File: src/rtl/ppgt_pkg.sv
/*
  constants and shared types of the pulse timer start, stop and capture
  control: register offsets, field positions, reset values, encodings.
  assumes a 32-bit apb slave with one register per aligned word.
*/
package ppgt_pkg;

  localparam int CNT_W = 10;

  // register byte offsets
  localparam logic [7:0] OFS_CTRL = 8'h00;
  localparam logic [7:0] OFS_PERIOD = 8'h04;
  localparam logic [7:0] OFS_STATUS = 8'h08;
  localparam logic [7:0] OFS_RISE_LOW = 8'h0c;
  localparam logic [7:0] OFS_RISE_HIGH = 8'h10;
  localparam logic [7:0] OFS_FALL_LOW = 8'h14;
  localparam logic [7:0] OFS_FALL_HIGH = 8'h18;

  // control register fields
  localparam int CTRL_RUN_BIT = 0;
  localparam int CTRL_STOP_LSB = 1;
  localparam int CTRL_SRC_LSB = 3;
  localparam int CTRL_POL_BIT = 5;

  // status register fields
  localparam int STAT_CNT_LSB = 0;
  localparam int STAT_PHASE_LSB = 16;
  localparam int STAT_PROT_BIT = 18;

  // reset values
  localparam logic [1:0] STOP_RST = 2'h0;
  localparam logic [1:0] SRC_RST = 2'h0;
  localparam logic POL_RST = 1'b0;
  localparam logic [9:0] PERIOD_RST = 10'h000;

  // start source encodings
  localparam logic [1:0] SRC_CMD_CAP = 2'h0;
  localparam logic [1:0] SRC_CMD_TRG = 2'h1;
  localparam logic [1:0] SRC_TRG_ONLY = 2'h2;

  // stop mode encodings
  localparam logic [1:0] STOP_INIT = 2'h0;
  localparam logic [1:0] STOP_HOLD = 2'h1;
  localparam logic [1:0] STOP_ONE_TIME = 2'h2;

  typedef enum logic [1:0] {
    PH_STOP,
    PH_COUNT,
    PH_WAIT,
    PH_DRAIN
  } ppgt_phase_t;

endpackage

File: src/rtl/ppgt_trig_if.sv
/*
  synchronised trigger level and its edge pulses, passed from the
  trigger input stage to the timer control.
  assumes both ends run on the same clock.
*/
`timescale 1ns/1ns
interface ppgt_trig_if;
  logic level;
  logic rise;
  logic fall;

  modport src
  (
    output level,
    output rise,
    output fall
  );

  modport dst
  (
    input level,
    input rise,
    input fall
  );
endinterface

File: src/rtl/ppgt_ctrl.sv
/*
  start, stop and capture control of a 10-bit up-counting pulse timer,
  with an apb register slave. holds the counter, the start phase, the
  capture buffers and the read-protected capture registers.
  assumes synchronous apb inputs, one clock, and software that reads the
  capture bytes in the order low a, high a, low b, high b.
*/
// Operation
// source 00 command with capture, 01 command plus trigger, 10 trigger
// command modes: writing run 1 clears count and counts from zero
// at period end counter clears, then repeats or halts per stop mode
// rewriting run 1 before period end clears counter and continues
// command plus trigger: start edge starts, clear level holds cleared
// command during clear level waits for start edge, then trigger irq
// trigger-only mode: run write neither starts count nor inits outputs
// trigger-only mode: run 1 arms the timer to wait for start edge
// capture mode records count at rising edge to a, falling to b
// captures pass through buffer, moved at period end, kept if no edge
// several edges in one period: the last captured value wins
// software reads low a, high a, low b, high b in that order
// reading any capture byte but fall high protects; fall high unprotects
// software dummy-reads captures in the first period to unprotect
// captures update only while run is 1; none after one-time stop
// polarity 0: falling edge starts, high level clears and stops
// polarity 1: rising edge starts, low level clears and stops
// one-time stop pending: stop trigger accepted, start trigger ignored
// with run at 0 every pin trigger is ignored; code still takes the stop trigger while a one-time stop drains
// stop mode 10 is one-time: counter halts at period end
// stop mode 00 or 01 is continuous: periods repeat
// period interrupt fires when count matches period data; code matches count against period data minus one
// trigger pin synchronised, edges from successive synchronised samples
`timescale 1ns/1ns
module ppgt_ctrl
#(
  parameter int CNT_W = ppgt_pkg::CNT_W
)
(
  input wire logic clk_i,
  input wire logic rst_b_i,
  input wire logic psel_i,
  input wire logic penable_i,
  input wire logic pwrite_i,
  input wire logic [7:0] paddr_i,
  input wire logic [31:0] pwdata_i,
  output logic [31:0] prdata_o,
  output logic pready_o,
  output logic pslverr_o,
  input wire logic trigger_input_pin_i,
  output logic period_match_interrupt_o,
  output logic trigger_start_interrupt_o,
  output logic pulse_init_o,
  output logic counting_o,
  output logic [CNT_W-1:0] count_o
);

  if (CNT_W != ppgt_pkg::CNT_W)
  begin : g_bad_width
    $error("counter width must match the register layout");
  end

  typedef struct packed {
    logic run;
    logic [1:0] stop_mode_field;
    logic [1:0] start_source_select;
    logic trigger_edge_polarity;
    logic [CNT_W-1:0] period;
    logic [CNT_W-1:0] cnt;
    ppgt_pkg::ppgt_phase_t phase;
    logic [CNT_W-1:0] buf_rise;
    logic [CNT_W-1:0] buf_fall;
    logic [CNT_W-1:0] rise_capture_reg;
    logic [CNT_W-1:0] fall_capture_reg;
    logic protect;
    logic [31:0] prdata;
    logic pready;
    logic pslverr;
    logic irq_period;
    logic irq_trig;
    logic init;
    logic counting;
  } ppgt_state_t;

  ppgt_state_t s_q;
  ppgt_state_t s_d;

  ppgt_trig_if trig ();

  ppgt_trig_sync u_sync
  (
    .clk_i(clk_i),
    .rst_b_i(rst_b_i),
    .trigger_input_pin_i(trigger_input_pin_i),
    .trig(trig)
  );

  ////////////////////////////////////////////////////////////////////////

  logic cmd_en;
  logic trg_en;
  logic cap_en;
  logic one_time;
  logic start_edge;
  logic stop_level;
  logic period_end;
  logic active;
  logic setup;
  logic acc_wr;
  logic acc_rd;
  logic new_run;
  logic [1:0] new_stm;
  logic [1:0] new_src;
  logic new_pol;
  logic new_stop_level;

  always_comb
  begin
    cmd_en = (s_q.start_source_select == ppgt_pkg::SRC_CMD_CAP)
      || (s_q.start_source_select == ppgt_pkg::SRC_CMD_TRG);
    trg_en = (s_q.start_source_select == ppgt_pkg::SRC_CMD_TRG)
      || (s_q.start_source_select == ppgt_pkg::SRC_TRG_ONLY);
    cap_en = s_q.start_source_select == ppgt_pkg::SRC_CMD_CAP;
    one_time = s_q.stop_mode_field == ppgt_pkg::STOP_ONE_TIME;

    start_edge = s_q.trigger_edge_polarity ? trig.rise : trig.fall;
    stop_level = s_q.trigger_edge_polarity ? ~trig.level : trig.level;
    active = (s_q.phase == ppgt_pkg::PH_COUNT)
      || (s_q.phase == ppgt_pkg::PH_DRAIN);
    // a 10-bit wrap makes period 0 mean 400h counts
    period_end = active && (s_q.cnt == s_q.period - 1'b1);
    setup = psel_i && !penable_i;
    acc_wr = psel_i && penable_i && s_q.pready && pwrite_i;
    acc_rd = psel_i && penable_i && s_q.pready && !pwrite_i;
    new_run = pwdata_i[ppgt_pkg::CTRL_RUN_BIT];
    new_stm = pwdata_i[ppgt_pkg::CTRL_STOP_LSB +: 2];
    new_src = pwdata_i[ppgt_pkg::CTRL_SRC_LSB +: 2];
    new_pol = pwdata_i[ppgt_pkg::CTRL_POL_BIT];
    new_stop_level = new_pol ? ~trig.level : trig.level;
  end

  ////////////////////////////////////////////////////////////////////////

  always_comb
  begin
    s_d = s_q;
    s_d.irq_period = 1'b0;
    s_d.irq_trig = 1'b0;
    s_d.init = 1'b0;
    s_d.pready = 1'b0;
    s_d.pslverr = 1'b0;

    // counting and period end
    if (active)
    begin
      if (period_end)
      begin
        s_d.cnt = '0;
        s_d.irq_period = 1'b1;
        if (!s_q.protect)
        begin
          // buffers keep old values when no edge came in the period
          s_d.rise_capture_reg = s_q.buf_rise;
          s_d.fall_capture_reg = s_q.buf_fall;
        end
        if (s_q.phase == ppgt_pkg::PH_DRAIN)
          s_d.phase = ppgt_pkg::PH_STOP;
        else if (one_time)
          s_d.phase = trg_en ? ppgt_pkg::PH_WAIT : ppgt_pkg::PH_STOP;
      end
      else
        s_d.cnt = s_q.cnt + 1'b1;
    end

    // capture while running; later edges overwrite earlier ones
    if (cap_en && s_q.run && s_q.phase == ppgt_pkg::PH_COUNT)
    begin
      if (trig.rise)
        s_d.buf_rise = s_q.cnt;
      if (trig.fall)
        s_d.buf_fall = s_q.cnt;
    end

    // pin triggers, only while run is set or a one-time stop drains
    if (trg_en && (s_q.run || s_q.phase == ppgt_pkg::PH_DRAIN))
    begin
      if (stop_level)
      begin
        s_d.cnt = '0;
        if (s_q.phase == ppgt_pkg::PH_DRAIN)
        begin
          s_d.phase = ppgt_pkg::PH_STOP;
          s_d.init = 1'b1;
        end
        else if (s_q.phase == ppgt_pkg::PH_COUNT)
        begin
          s_d.phase = ppgt_pkg::PH_WAIT;
          s_d.init = 1'b1;
        end
      end
      else if (start_edge && s_q.phase == ppgt_pkg::PH_WAIT)
      begin
        s_d.phase = ppgt_pkg::PH_COUNT;
        s_d.cnt = '0;
        s_d.irq_trig = 1'b1;
      end
    end

    ////////////////////////////////////////////////////////////////////
    // register writes, taken at the access edge

    if (acc_wr && paddr_i == ppgt_pkg::OFS_CTRL)
    begin
      s_d.run = new_run;
      s_d.stop_mode_field = new_stm;
      s_d.start_source_select = new_src;
      s_d.trigger_edge_polarity = new_pol;
      if (new_run)
      begin
        if (new_src == ppgt_pkg::SRC_CMD_CAP
          || new_src == ppgt_pkg::SRC_CMD_TRG)
        begin
          s_d.cnt = '0;
          s_d.init = 1'b1;
          // a clear level at the pin outranks the command
          if (new_src == ppgt_pkg::SRC_CMD_TRG && new_stop_level)
            s_d.phase = ppgt_pkg::PH_WAIT;
          else
            s_d.phase = ppgt_pkg::PH_COUNT;
        end
        else if (s_q.phase == ppgt_pkg::PH_STOP)
          s_d.phase = ppgt_pkg::PH_WAIT;
      end
      else if (s_q.run && s_q.phase == ppgt_pkg::PH_COUNT
        && new_stm == ppgt_pkg::STOP_ONE_TIME)
        s_d.phase = ppgt_pkg::PH_DRAIN;
      else if (s_q.phase != ppgt_pkg::PH_DRAIN)
      begin
        s_d.phase = ppgt_pkg::PH_STOP;
        s_d.cnt = '0;
        // hold mode keeps the pulse outputs where they stand
        s_d.init = new_stm != ppgt_pkg::STOP_HOLD;
      end
    end

    if (acc_wr && paddr_i == ppgt_pkg::OFS_PERIOD)
      s_d.period = pwdata_i[CNT_W-1:0];

    // capture reads: protection clears only on the last byte
    if (acc_rd)
    begin
      if (paddr_i == ppgt_pkg::OFS_RISE_LOW
        || paddr_i == ppgt_pkg::OFS_RISE_HIGH
        || paddr_i == ppgt_pkg::OFS_FALL_LOW)
        s_d.protect = 1'b1;
      else if (paddr_i == ppgt_pkg::OFS_FALL_HIGH)
        s_d.protect = 1'b0;
    end

    ////////////////////////////////////////////////////////////////////
    // read data prepared in the setup cycle; pready rises in the first access cycle, no wait state

    if (setup)
    begin
      s_d.pready = 1'b1;
      s_d.prdata = '0;
      case (paddr_i)
        ppgt_pkg::OFS_CTRL:
        begin
          s_d.prdata[ppgt_pkg::CTRL_RUN_BIT] = s_q.run;
          s_d.prdata[ppgt_pkg::CTRL_STOP_LSB +: 2] = s_q.stop_mode_field;
          s_d.prdata[ppgt_pkg::CTRL_SRC_LSB +: 2] = s_q.start_source_select;
          s_d.prdata[ppgt_pkg::CTRL_POL_BIT] = s_q.trigger_edge_polarity;
        end
        ppgt_pkg::OFS_PERIOD:
          s_d.prdata[CNT_W-1:0] = s_q.period;
        ppgt_pkg::OFS_STATUS:
        begin
          s_d.prdata[ppgt_pkg::STAT_CNT_LSB +: CNT_W] = s_q.cnt;
          s_d.prdata[ppgt_pkg::STAT_PHASE_LSB +: 2] = s_q.phase;
          s_d.prdata[ppgt_pkg::STAT_PROT_BIT] = s_q.protect;
        end
        ppgt_pkg::OFS_RISE_LOW:
          s_d.prdata[7:0] = s_q.rise_capture_reg[7:0];
        ppgt_pkg::OFS_RISE_HIGH:
          s_d.prdata[CNT_W-9:0] = s_q.rise_capture_reg[CNT_W-1:8];
        ppgt_pkg::OFS_FALL_LOW:
          s_d.prdata[7:0] = s_q.fall_capture_reg[7:0];
        ppgt_pkg::OFS_FALL_HIGH:
          s_d.prdata[CNT_W-9:0] = s_q.fall_capture_reg[CNT_W-1:8];
        default:
          s_d.pslverr = 1'b1;
      endcase
    end

    // kept as a flop so the output needs no decode after the register
    s_d.counting = s_d.phase == ppgt_pkg::PH_COUNT
      || s_d.phase == ppgt_pkg::PH_DRAIN;
  end

  always_ff @(posedge clk_i)
  begin
    if (!rst_b_i)
    begin
      s_q <= '0;
      s_q.stop_mode_field <= ppgt_pkg::STOP_RST;
      s_q.start_source_select <= ppgt_pkg::SRC_RST;
      s_q.trigger_edge_polarity <= ppgt_pkg::POL_RST;
      s_q.period <= ppgt_pkg::PERIOD_RST;
      s_q.phase <= ppgt_pkg::PH_STOP;
    end
    else
      s_q <= s_d;
  end

  assign prdata_o = s_q.prdata;
  assign pready_o = s_q.pready;
  assign pslverr_o = s_q.pslverr;
  assign period_match_interrupt_o = s_q.irq_period;
  assign trigger_start_interrupt_o = s_q.irq_trig;
  assign pulse_init_o = s_q.init;
  assign counting_o = s_q.counting;
  assign count_o = s_q.cnt;

endmodule

File: src/rtl/ppgt_trig_sync.sv
/*
  trigger pin input stage: two-flop synchroniser, then edge detection
  from successive synchronised samples.
  assumes the pin may change at any time relative to clk_i.
*/
`timescale 1ns/1ns
module ppgt_trig_sync
(
  input wire logic clk_i,
  input wire logic rst_b_i,
  input wire logic trigger_input_pin_i,
  ppgt_trig_if.src trig
);

  typedef struct packed {
    logic meta;
    logic sync;
    logic prev;
    logic rise;
    logic fall;
  } ppgt_sync_t;

  ppgt_sync_t s_q;
  ppgt_sync_t s_d;

  // meta feeds only the sync flop; edges come from sync and prev
  always_comb
  begin
    s_d = s_q;
    s_d.meta = trigger_input_pin_i;
    s_d.sync = s_q.meta;
    s_d.prev = s_q.sync;
    s_d.rise = s_q.sync & ~s_q.prev;
    s_d.fall = ~s_q.sync & s_q.prev;
  end

  always_ff @(posedge clk_i)
  begin
    if (!rst_b_i)
      s_q <= '0;
    else
      s_q <= s_d;
  end

  assign trig.level = s_q.prev;
  assign trig.rise = s_q.rise;
  assign trig.fall = s_q.fall;

endmodule

File: config.mk
export PLATFORM = sky130hd
export DESIGN_NAME = ppgt_ctrl
export DESIGN_NICKNAME = d
export VERILOG_FILES = /design/src/rtl/ppgt_pkg.sv /design/src/rtl/ppgt_trig_if.sv /design/src/rtl/ppgt_ctrl.sv /design/src/rtl/ppgt_trig_sync.sv
export SDC_FILE = /design/constraint.sdc
export NUM_CORES = 1
export LEC_CHECK = 0
export ABC_CLOCK_PERIOD_IN_PS = 2900
export BUFFER_PORTS_ARGS = -buffer_cell sky130_fd_sc_hd__buf_2
export CAP_MARGIN = 20
export CORE_MARGIN = 4
export CORE_UTILIZATION = 36
export CTS_BUF_LIST = sky130_fd_sc_hd__clkbuf_2
export CTS_CLUSTER_SIZE = 12
export DETAILED_ROUTE_END_ITERATION = 12
export HOLD_SLACK_MARGIN = 0.05
export SYNTH_ARGS = -nofsm -noshare
export SYNTH_HDL_FRONTEND = slang
export SYNTH_SLANG_ARGS = --single-unit
File: constraint.sdc
create_clock -name clk_i -period 2.9 [get_ports clk_i]
set_input_delay 0.145 -clock clk_i [delete_from_list [all_inputs] [get_ports clk_i]]
set_output_delay 0.145 -clock clk_i [all_outputs]
set_load 0.005 [all_outputs]
Word-level counts from Yosys, hierarchy flattened. Cells that the tools add are included.

Register bits: 93. Bits of input ports: 46. Output and inout port bits: 48. Logic and storage cells: 132.

Add/sub/neg operators: 2. Equal/unequal tests: 19. Mux-type cells: 43. Bitwise gates (word level): 7. Reduce and logical (&&, ||, !) cells: 37.

Operators by type and width (count): $mux 12 (7); $mux 10 (3); $eq 8x5->1 const B (3); $mux 2 (11); $pmux 4 s5 (1); $mux 1 (17); $eq 8x4->1 const B (2); $logic_and 1x1->1 (15); $pmux 2 s7 (1); $eq 2x2->1 const B (6); $add 10x1->10 const B (1); $eq 10x10->1 (1); $reduce_and 2->1 (5); $sub 10x1->10 const B (1); $eq 2x1->1 const B (4); $eq 8x3->1 const B (1); $logic_not 8->1 (1); $pmux 2 s4 (1); $logic_or 1x1->1 (7); $reduce_or 7->1 (1); $logic_not 2->1 (3); $not 1->1 (5); $pmux 2 s2 (1); $mux 3 (1); other kinds (7) (9).

Depth between registers and ports, before layout. Gate-level depths: netlist of run 1.

Depth after elaboration: 17. Mapped depth: 10. Mapped depth without buffers: 9.

Cells and area by module. From an unflattened synthesis of run 1, not the netlist that was laid out.

Cells, all modules: 536. Area total of the unflattened synthesis: 4717.0 um^2.

Modules (own cells, without submodules): ppgt_ctrl (instances 1, cells an instance 526, area an instance 4576.9 um^2, seq. area each 1761.7 um^2); ppgt_trig_sync (instances 1, cells an instance 10, area an instance 140.1 um^2, seq. area each 100.1 um^2).

Worst setup path before layout of run 1. OpenSTA, ideal clock, no wires.

Kind: reg2reg. From: reg s_q, in the netlist count_o[1]. To: reg s_q[39] (netlist name). Setup time: 0.117 ns. Arrival: 2.062 ns. Data required time: 2.783 ns. Slack: 0.721 ns. Stages on the path, launching flop included: 9. Path buffers: 2. Clock period less this slack: 2.179 ns. Cell sequence: dfxtp_1 -> clkdlybuf4s50_2 -> xor2_1 -> o2111ai_2 -> nor4_4 -> nand4b_2 -> clkbuf_8 -> nand3_1 -> o21ai_1.

Word-level cells in the longest chain between the ends: 3.

Ends and longest elaborated chain: start, declared (RTL line ppgt_ctrl.sv:83) `ppgt_state_t s_q;`; $eq 10x10->1 (RTL line ppgt_ctrl.sv:129) `period_end = active && (s_q.cnt == s_q.period - 1'b1);`; $logic_and 1x1->1 (RTL line ppgt_ctrl.sv:129); $reduce_and 3->1 (no line).

Every way passes these cells. A chain may end at the register's enable or synchronous reset.

Final worst setup path of run 1.
From: reg s_q[91] (netlist name). To: reg s_q, in the netlist count_o[5].

Word-level cells in the longest chain between the ends: 12. Elaborated cells on any way between the ends: 13. Those cells by class: 1 x add/sub; 1 x eq/ne; 10 x mux; 1 x reduce/logical.

Ends and longest elaborated chain: $sub 10x1->10 (*) (RTL line ppgt_ctrl.sv:129); $eq 10x10->1 (*) (RTL line ppgt_ctrl.sv:129); $logic_and 1x1->1 (*) (RTL line ppgt_ctrl.sv:129); $mux 10 (*) (RTL line ppgt_ctrl.sv:154) `if (period_end)`; $mux 12 (*) (RTL line ppgt_ctrl.sv:152) `if (active)`; $mux 12 (RTL line ppgt_ctrl.sv:199) `else if (start_edge && s_q.phase == ppgt_pkg::PH_WAIT)`; $mux 12 (RTL line ppgt_ctrl.sv:185) `if (stop_level)`; $mux 12 (*) (RTL line ppgt_ctrl.sv:183) `if (trg_en && (s_q.run || s_q.phase == ppgt_pkg::PH_DRAIN))`; $mux 12 (RTL line ppgt_ctrl.sv:235) `else if (s_q.phase != ppgt_pkg::PH_DRAIN)`; $mux 10 (RTL line ppgt_ctrl.sv:232) `else if (s_q.run && s_q.phase == ppgt_pkg::PH_COUNT`; $mux 12 (RTL line ppgt_ctrl.sv:216) `if (new_run)`; $mux 12 (*) (RTL line ppgt_ctrl.sv:210) `if (acc_wr && paddr_i == ppgt_pkg::OFS_CTRL)`.

Mark *: on every way between the ends. The rest lies on a longest branch, timed or not.

==> summary.md, run 1 <==
| Metric | Value |
|---|---|
| Final Critical Period | ~2700 ps |
| Mapped cell area | around 4700 µm² |
| Setup TNS | 0 ps |
| Register-to-register setup slack | ~230 ps |
| Worst R2R Start | s_q[91] |
| Via density | ~5.0 |
| Placed cell areas | between 4000 and 5000 µm² |
| PD cells | around 390 nW/µm² |
| Cell variety after synth | between 60 and 70 |
| Number of fillers in the final layout | 1,338 |
| Sw Ratio | between 20% and 30% |
| DRT iter0 DRCs | ~280 |
| Leak | roughly 0.0021 µW |
| Critical Path AT | between 3000 and 4000 ps |
| Synth top area share | about two fifths |
| Hold path startpoint | rst_b_i |
| CP Class | flip-flop to flip-flop |
| Deepest clock path buffer count | 2 |
| Initial antenna violation count | 0 |
| Tcrit/Tclk final | around nine tenths |
| Pre-CTS setup slack | about 300 ps |
| Slew margin rel. | 32.1% |
| Core Area | 12,700 µm² |
| H-Tree Depth | 3 |
| Hold Crit Endpoint | pulse_init_o |
| CTS Sinks | 93 |
| Share of cells above drive strength 1 | between 15 and 20% |
| Startpoint type of the worst setup path | flip-flop |
| Clk Latency, worst-skew pair | between 500 and 600 ps |
| Main flop type after synthesis | dfxtp_1 |
| Syn. warnings | 0 |
| Fmax | ~370 MHz |
| Global-route wire length before repair | between 15,000 and 20,000 µm |
| Status | complete, no violations |
| Seq/Total Area, Yosys | about 39% |
| Slew Viols, Final | 0 |
| Port buffer count | 52 |
| GRT Overall Usage | between 15 and 20% |
| Largest cells by area after synthesis | dfxtp_1 39%, buf_4 7.2%, nand2_1 6.6%, mux2i_1 5.5%, nor2_1 4.3% |
| Vias in the first global route | 3,610 |
| CTS Buf Count | 9 |
| Gr ovfl total | 0 |
| Sequential Power Share | between 60 and 70% |
| Non-filler cells, final | between 700 and 800 |
| Antenna Violating Nets Remaining | 0 |
| Top delay family on crit path | simple AND/OR/NAND/NOR gates |
| # rows | slightly above 40 |
| Critical path capture point type | flip-flop |
| Synthesis-stage register bit count | between 90 and 100 |
| RR Endpoint | count_o[5] |
| # Max-Cap Violations | 0 |
| Height of the die | between 100 and 150 µm |
| Worst-path clk slew | around 250 ps |
| Area growth, synth to finish | 8.22% |
| WL/cell | between 15 and 20 µm |
| Post-Layout Inst Area | slightly above 5000 µm² |
| Post-synth ARST share | 0% |
| Crit path required time | ~3300 ps |
| Number of cells on the critical path | 9 |
| CTS tree | yes |
| Setup WS post-layout | 232 ps |
| Routability Congestion | roughly 0.86 |
| Initial Util | 37.1% |
| Critical Path Fanout Max | 10 |
| Final Hold Fails | 0 |
| Peak supply drop | 228 µV |
| Int Power | 1460 µW |
| Hold WS | approximately 130 ps |
| Logic pwr share | between 6 and 7% |
| Cell depth of the worst flop-to-flop path | 9 |
| Count leader, synth | dfxtp_1 |
| Largest net degree at the start of global routing | 54 |
| Residual DRC count | 0 |
| Ports | 94 |
| TritonRoute pass-1 iters | 4 |
| Final wirelength | 11,700 µm |
| Post-Place Cells | around 740 |
| Worst path slowest cell | dfxtp_1 |
| CP cell instances | inv_1 > ha_1 > nor3b_1 > xnor2_1 > o2111ai_2 > nor4_4 > nand2_2 > o2111ai_4 > nor2_1 |
| Switching power | 518 µW |
| Root Buffer | clkbuf_2 |
| Hold depth | 4 |
| Post-CTS resize count | 0 |
| Mapped Cells | 561 |
| Synth cell count leaders | 93 x dfxtp_1, 83 x nand2_1, 54 x nor2_1 |
| # setup viols final | 0 |
| Syn_area_per_cell | 8.41 µm² |
| Crit path buf inv count | 1 |
| Setup Skew | approximately 43 ps |
| Biggest cell delay along the critical path | around 520 ps |
| Worst slew pin tran | roughly 1000 ps |
| Hpwl dp | about 8400 µm |
| RSZ-0062 raised after global routing | no |
| Via Count | approximately 3,800 |
| Width of the die | 123 µm |
| Die ar. | 15,000 µm² |
| Power share of the clock group | between 20% and 30% |
| Yosys top cell by area | dfxtp_1 |
| Antenna diodes | 0 |
| Post-synth EDFFs | 0 |
| Worst Hold Class | primary input to flip-flop |
| Fin nets | roughly 650 |
cell type report:
type                    count  area (µm²)  area share [%]
clock buffers              11        55.1            1.08
clock inverters             5        27.5           0.539
inverters                  10        37.5           0.735
multi-input cells         397        2350            46.1
flip-flops and latches     93        1860            36.4
well taps                 172         215            4.21
repair buffers             86         558            10.9
how the worst max path moves through the flow:
stage,from,to
after floorplan,count_o[1],s_q[39]
after global placement,s_q[91],count_o[9]
after detailed placement,s_q[91],count_o[5]
after CTS,s_q[91],count_o[5]
after global routing,s_q[91],count_o[5]
final,s_q[91],count_o[5]
routing by layer:
metal  vias up  track usage (%)  wire length [µm]
li1       1937                -                 -
met1      1814             23.3              5750
met2        81             24.6              5260
met3        13             3.46               577
met4         0             4.27               138
met5         -                0                 0
tightest hold or removal path: stages:
cell and delay [ps]:
buf_2 110, buf_4 290, nand2_1 120, a21oi_1 40
cells by family (layout without fill, tap and decap cells):
logic type / after synthesis / count (layout) / synth area share (%)
buf+inv: 89 / 112 / 12.1
simple gates: 219 / 219 / 22.3
flops: 93 / 93 / 39.4
fa+ha+maj: 3 / 3 / 0.795
xor+xnor: 24 / 24 / 4.45
mux: 31 / 31 / 7.02
other cells: 1 / 19 / 0.0794
compound gates: 101 / 101 / 13.8
cell usage in the layout, fill, tap and decap left out, types with 4 or more instances in the layout:
master and count:
clkbuf_2 11, nand4_1 4, nor3b_1 4, dfxtp_1 93, inv_1 10, and2_1 5, conb_1 19, nand2_1 83
dlygate4sd3_1 17, a221oi_1 4, o21ai_0 13, buf_2 52, nor3_1 4, and3_1 4, buf_4 17, mux2_2 4
nand3_1 32, xor2_1 12, a31oi_1 6, o21ai_1 18, a21oi_1 34, nor2b_1 5, nor2_1 54, mux2i_1 26
a211oi_1 4, xnor2_1 12
power by group through the flow:
stage               sequential (µW)  clock, µW  combinational, µW
detailed placement             1320          0                118
finish                         1300        541                136
floorplan                      1320          0                106
CTS                            1300        563                135
global route                   1300        610                152
global placement               1320          0                116
stage by stage:
step	utilization [%]	total power [µW]
global placement	38.2	1440
CTS	40.2	2000
finish	40.2	1980
global route	40.2	2070
detailed placement	38.2	1440
floorplan	-	1430
flip-flops by register name, summed over array words and instances, names as in the netlist:
signal,count
counting_o,1
pready_o,1
count_o,10
prdata_o,13
period_match_interrupt_o,1
u_sync.trig.level,1
pslverr_o,1
u_sync.trig.rise,1
pulse_init_o,1
s_q,59
u_sync.s_d,2
u_sync.trig.fall,1
trigger_start_interrupt_o,1
timing repair:
item,4_1_cts,5_1_grt
setup buffers,0,0
setup endpoints to repair,0,0
hold buffers,17,0
endpoints found under the hold margin,27,0
No activity file was read; power rests on OpenSTA's default activity.
==> run 2, diff against run 1 <==
--- a/config.mk
+++ b/config.mk
@@ -9,11 +9,12 @@
 export BUFFER_PORTS_ARGS = -buffer_cell sky130_fd_sc_hd__buf_2
 export CAP_MARGIN = 20
 export CORE_MARGIN = 4
-export CORE_UTILIZATION = 36
+export CORE_UTILIZATION = 45
 export CTS_BUF_LIST = sky130_fd_sc_hd__clkbuf_2
 export CTS_CLUSTER_SIZE = 12
 export DETAILED_ROUTE_END_ITERATION = 12
 export HOLD_SLACK_MARGIN = 0.05
+export PLACE_DENSITY = 0.67
 export SYNTH_ARGS = -nofsm -noshare
 export SYNTH_HDL_FRONTEND = slang
 export SYNTH_SLANG_ARGS = --single-unit
==> run 2 against run 1 <==
Clock skew is 12 ps lower. Global-route usage is 3.3 points higher. Critical endpoint is now count_o[6]. Critical path depth stayed put. Fmax is 0.52% lower. Register-to-register slack hardly changed. Largest cell class unchanged.
==> summary.md, run 2 (same netlist as run 1, synthesis figures left out) <==
| Metric | Value |
|---|---|
| Top delay family on crit path | simple AND/OR/NAND/NOR gates (unchanged) |
| Hold path startpoint | psel_i (was rst_b_i) |
| Vias in the first global route | 3,672 (was 3,610) |
| Tcrit/Tclk final | 92.5% (was 92.0%) |
| CTS Sinks | 93 (unchanged) |
| # hold bufs at CTS | 16 (was 17) |
| RSZ-0062 raised after global routing | no (unchanged) |
| Worst slew pin tran | 699 ps (was 1020 ps) |
| Slew Viols, Final | 0 (unchanged) |
| Largest net degree at the start of global routing | 41 (was 54) |
| # setup viols final | 0 (unchanged) |
| Root Buffer | clkbuf_2 (unchanged) |
| Initial antenna violation count | 0 (unchanged) |
| WL/cell | 16.1 µm (was 15.2 µm) |
| Port buffer count | 52 (unchanged) |
| Largest register FFs | 59 (unchanged) |
| Hold depth | 3 (was 4) |
| Peak supply drop | 228 µV (about the same) |
| Crit path buf inv count | 1 (unchanged) |
| Biggest cell delay along the critical path | 520 ps (about the same) |
| Leak | 0.00215 µW (was 0.00211 µW) |
| Ports | 94 (unchanged) |
| Height of the die | 110 µm (was 123 µm) |
| Initial Util | 45.9% (was 37.1%) |
| Cell depth of the worst flop-to-flop path | 9 (unchanged) |
| Antenna diodes | 0 (unchanged) |
| Setup TNS | 0 ps (unchanged) |
| Slew margin rel. | 53.3% (was 32.1%) |
| GRT Overall Usage | 19.5% (was 16.2%) |
| Total power draw | 2260 µW (was 1980 µW) |
| Post-CTS resize count | 0 (unchanged) |
| Area growth, synth to finish | 9.30% (was 8.22%) |
| Wire length on met1 | 5330 µm (was 5750 µm) |
| Die ar. | 12,200 µm² (was 15,000 µm²) |
| Crit path required time | 3350 ps (was 3340 ps) |
| Core Area | 10,300 µm² (was 12,700 µm²) |
| Number of cells on the critical path | 9 (unchanged) |
| RR Endpoint | count_o[6] (was count_o[5]) |
| Hold Crit Endpoint | pslverr_o (was pulse_init_o) |
| Routed met2 length | 5410 µm (was 5260 µm) |
| Final Critical Period | 2680 ps (was 2670 ps) |
| Share of cells above drive strength 1 | 17.5% (was 17.4%) |
| Routability Congestion | 0.872 (was 0.861) |
| Critical Path Fanout Max | 10 (unchanged) |
| Fin nets | 648 (was 646) |
| CP cell instances | inv_1 > ha_1 > nor3b_1 > xnor2_1 > o2111ai_2 > nor4_4 > nand2_2 > o2111ai_4 > nor2_1 (unchanged) |
| Deepest clock path buffer count | 2 (unchanged) |
| Global-route wire length before repair | 19,300 µm (was 19,100 µm) |
| # Max-Cap Violations | 0 (unchanged) |
| Routed met3 length | 912 µm (was 577 µm) |
| Via Count | 3,945 (was 3,845) |
| Via density | 5.33 (was 4.97) |
| Gr ovfl total | 0 (unchanged) |
| Worst R2R Start | s_q[91] (unchanged) |
| Residual DRC count | 0 (unchanged) |
| Register-to-register setup slack | 220 ps (was 230 ps) |
| DRT iter0 DRCs | 304 (was 278) |
| Leading cell type in the layout, fill and taps excluded | dfxtp_1 (unchanged) |
| Antenna Violating Nets Remaining | 0 (unchanged) |
| Max layer used | met4 (unchanged) |
| Hpwl dp | 8230 µm (was 8420 µm) |
| Largest Register | s_q (unchanged) |
| Worst path slowest cell | dfxtp_1 (unchanged) |
| Status | complete, no violations (unchanged) |
| Most frequent cells in the layout | 93 x dfxtp_1, 83 x nand2_1, 54 x nor2_1 (unchanged) |
| Final Hold Fails | 0 (unchanged) |
| Clk Latency, worst-skew pair | 560 ps (was 570 ps) |
| TritonRoute pass-1 iters | 5 (was 4) |
| Number of fillers in the final layout | 997 (was 1,338) |
| # rows | 37 (was 41) |
| CTS Buf Count | 9 (unchanged) |
| CP Class | flip-flop to flip-flop (unchanged) |
| Post-CTS Setup Inserts | 0 (unchanged) |
| Final wirelength | 11,900 µm (was 11,700 µm) |
| H-Tree Depth | 3 (unchanged) |
| Critical Path AT | 3130 ps (was 3110 ps) |
| PD cells | 438 nW/µm² (was 387 nW/µm²) |
| Width of the die | 110 µm (was 123 µm) |
| Critical path capture point type | flip-flop (unchanged) |
| Startpoint type of the worst setup path | flip-flop (unchanged) |
| Worst-path clk slew | 260 ps (was 250 ps) |
| CTS tree | yes (unchanged) |
| Worst Hold Class | primary input to flip-flop (unchanged) |
| Setup Skew | 31.7 ps (was 43.5 ps) |
| Fmax | 373 MHz (was 375 MHz) |
[run 2: stage by stage]
| stage | instance area [µm²] | cells | utilization, % | setup WS, ps | hold WS [ps] |
|---|---|---|---|---|---|
| global placement | 4810 | 705 | 46.8 | 388 | 349 |
| detailed placement | 4810 | 705 | 46.8 | 322 | 356 |
| global route | 5160 | 740 | 50.2 | 44.3 | 82.8 |
| CTS | 5130 | 737 | 49.9 | 228 | 76.6 |
| floorplan | 4790 | 579 | - | 721 | 272 |
| finish | 5160 | 740 | 50.2 | 218 | 104 |
[run 2: final cells by class]
type	count	area [µm²]	area share (%)
clock inverter	6	111	2.16
tap	136	170	3.30
inverter	10	37.5	0.727
timing repair buffer	88	576	11.2
sequential	93	1860	36.1
clock buffer	10	50.0	0.970
multi-input combinational	397	2350	45.6
[run 2: tightest hold or removal path, cell delays in order]
cell      delay (ps)
buf_2            110
nand2b_1         320
nor3_1            90
[run 2: routing by layer]
layer | up-vias | global-route usage, %
met5 | - | 0
met4 | 0 | 6.73
met3 | 21 | 5.15
met2 | 158 | 29.5
met1 | 1831 | 26.8
li1 | 1935 | -
[run 2: how the worst max path moves through the flow]
stage          startpoint         end
2_1_floorplan  count_o[1]     s_q[39]
3_3_place_gp      s_q[91]  count_o[3]
3_5_place_dp      s_q[91]  count_o[9]
4_1_cts           s_q[91]  count_o[6]
5_1_grt           s_q[91]  count_o[6]
6_report          s_q[91]  count_o[6]
[run 2: power breakdown]
group	switching (µW)	leakage, µW	internal [µW]
Combinational	83.4	0.00131	54.7
Sequential	8.96	0.000751	1290
Clock	443	0.0000937	375
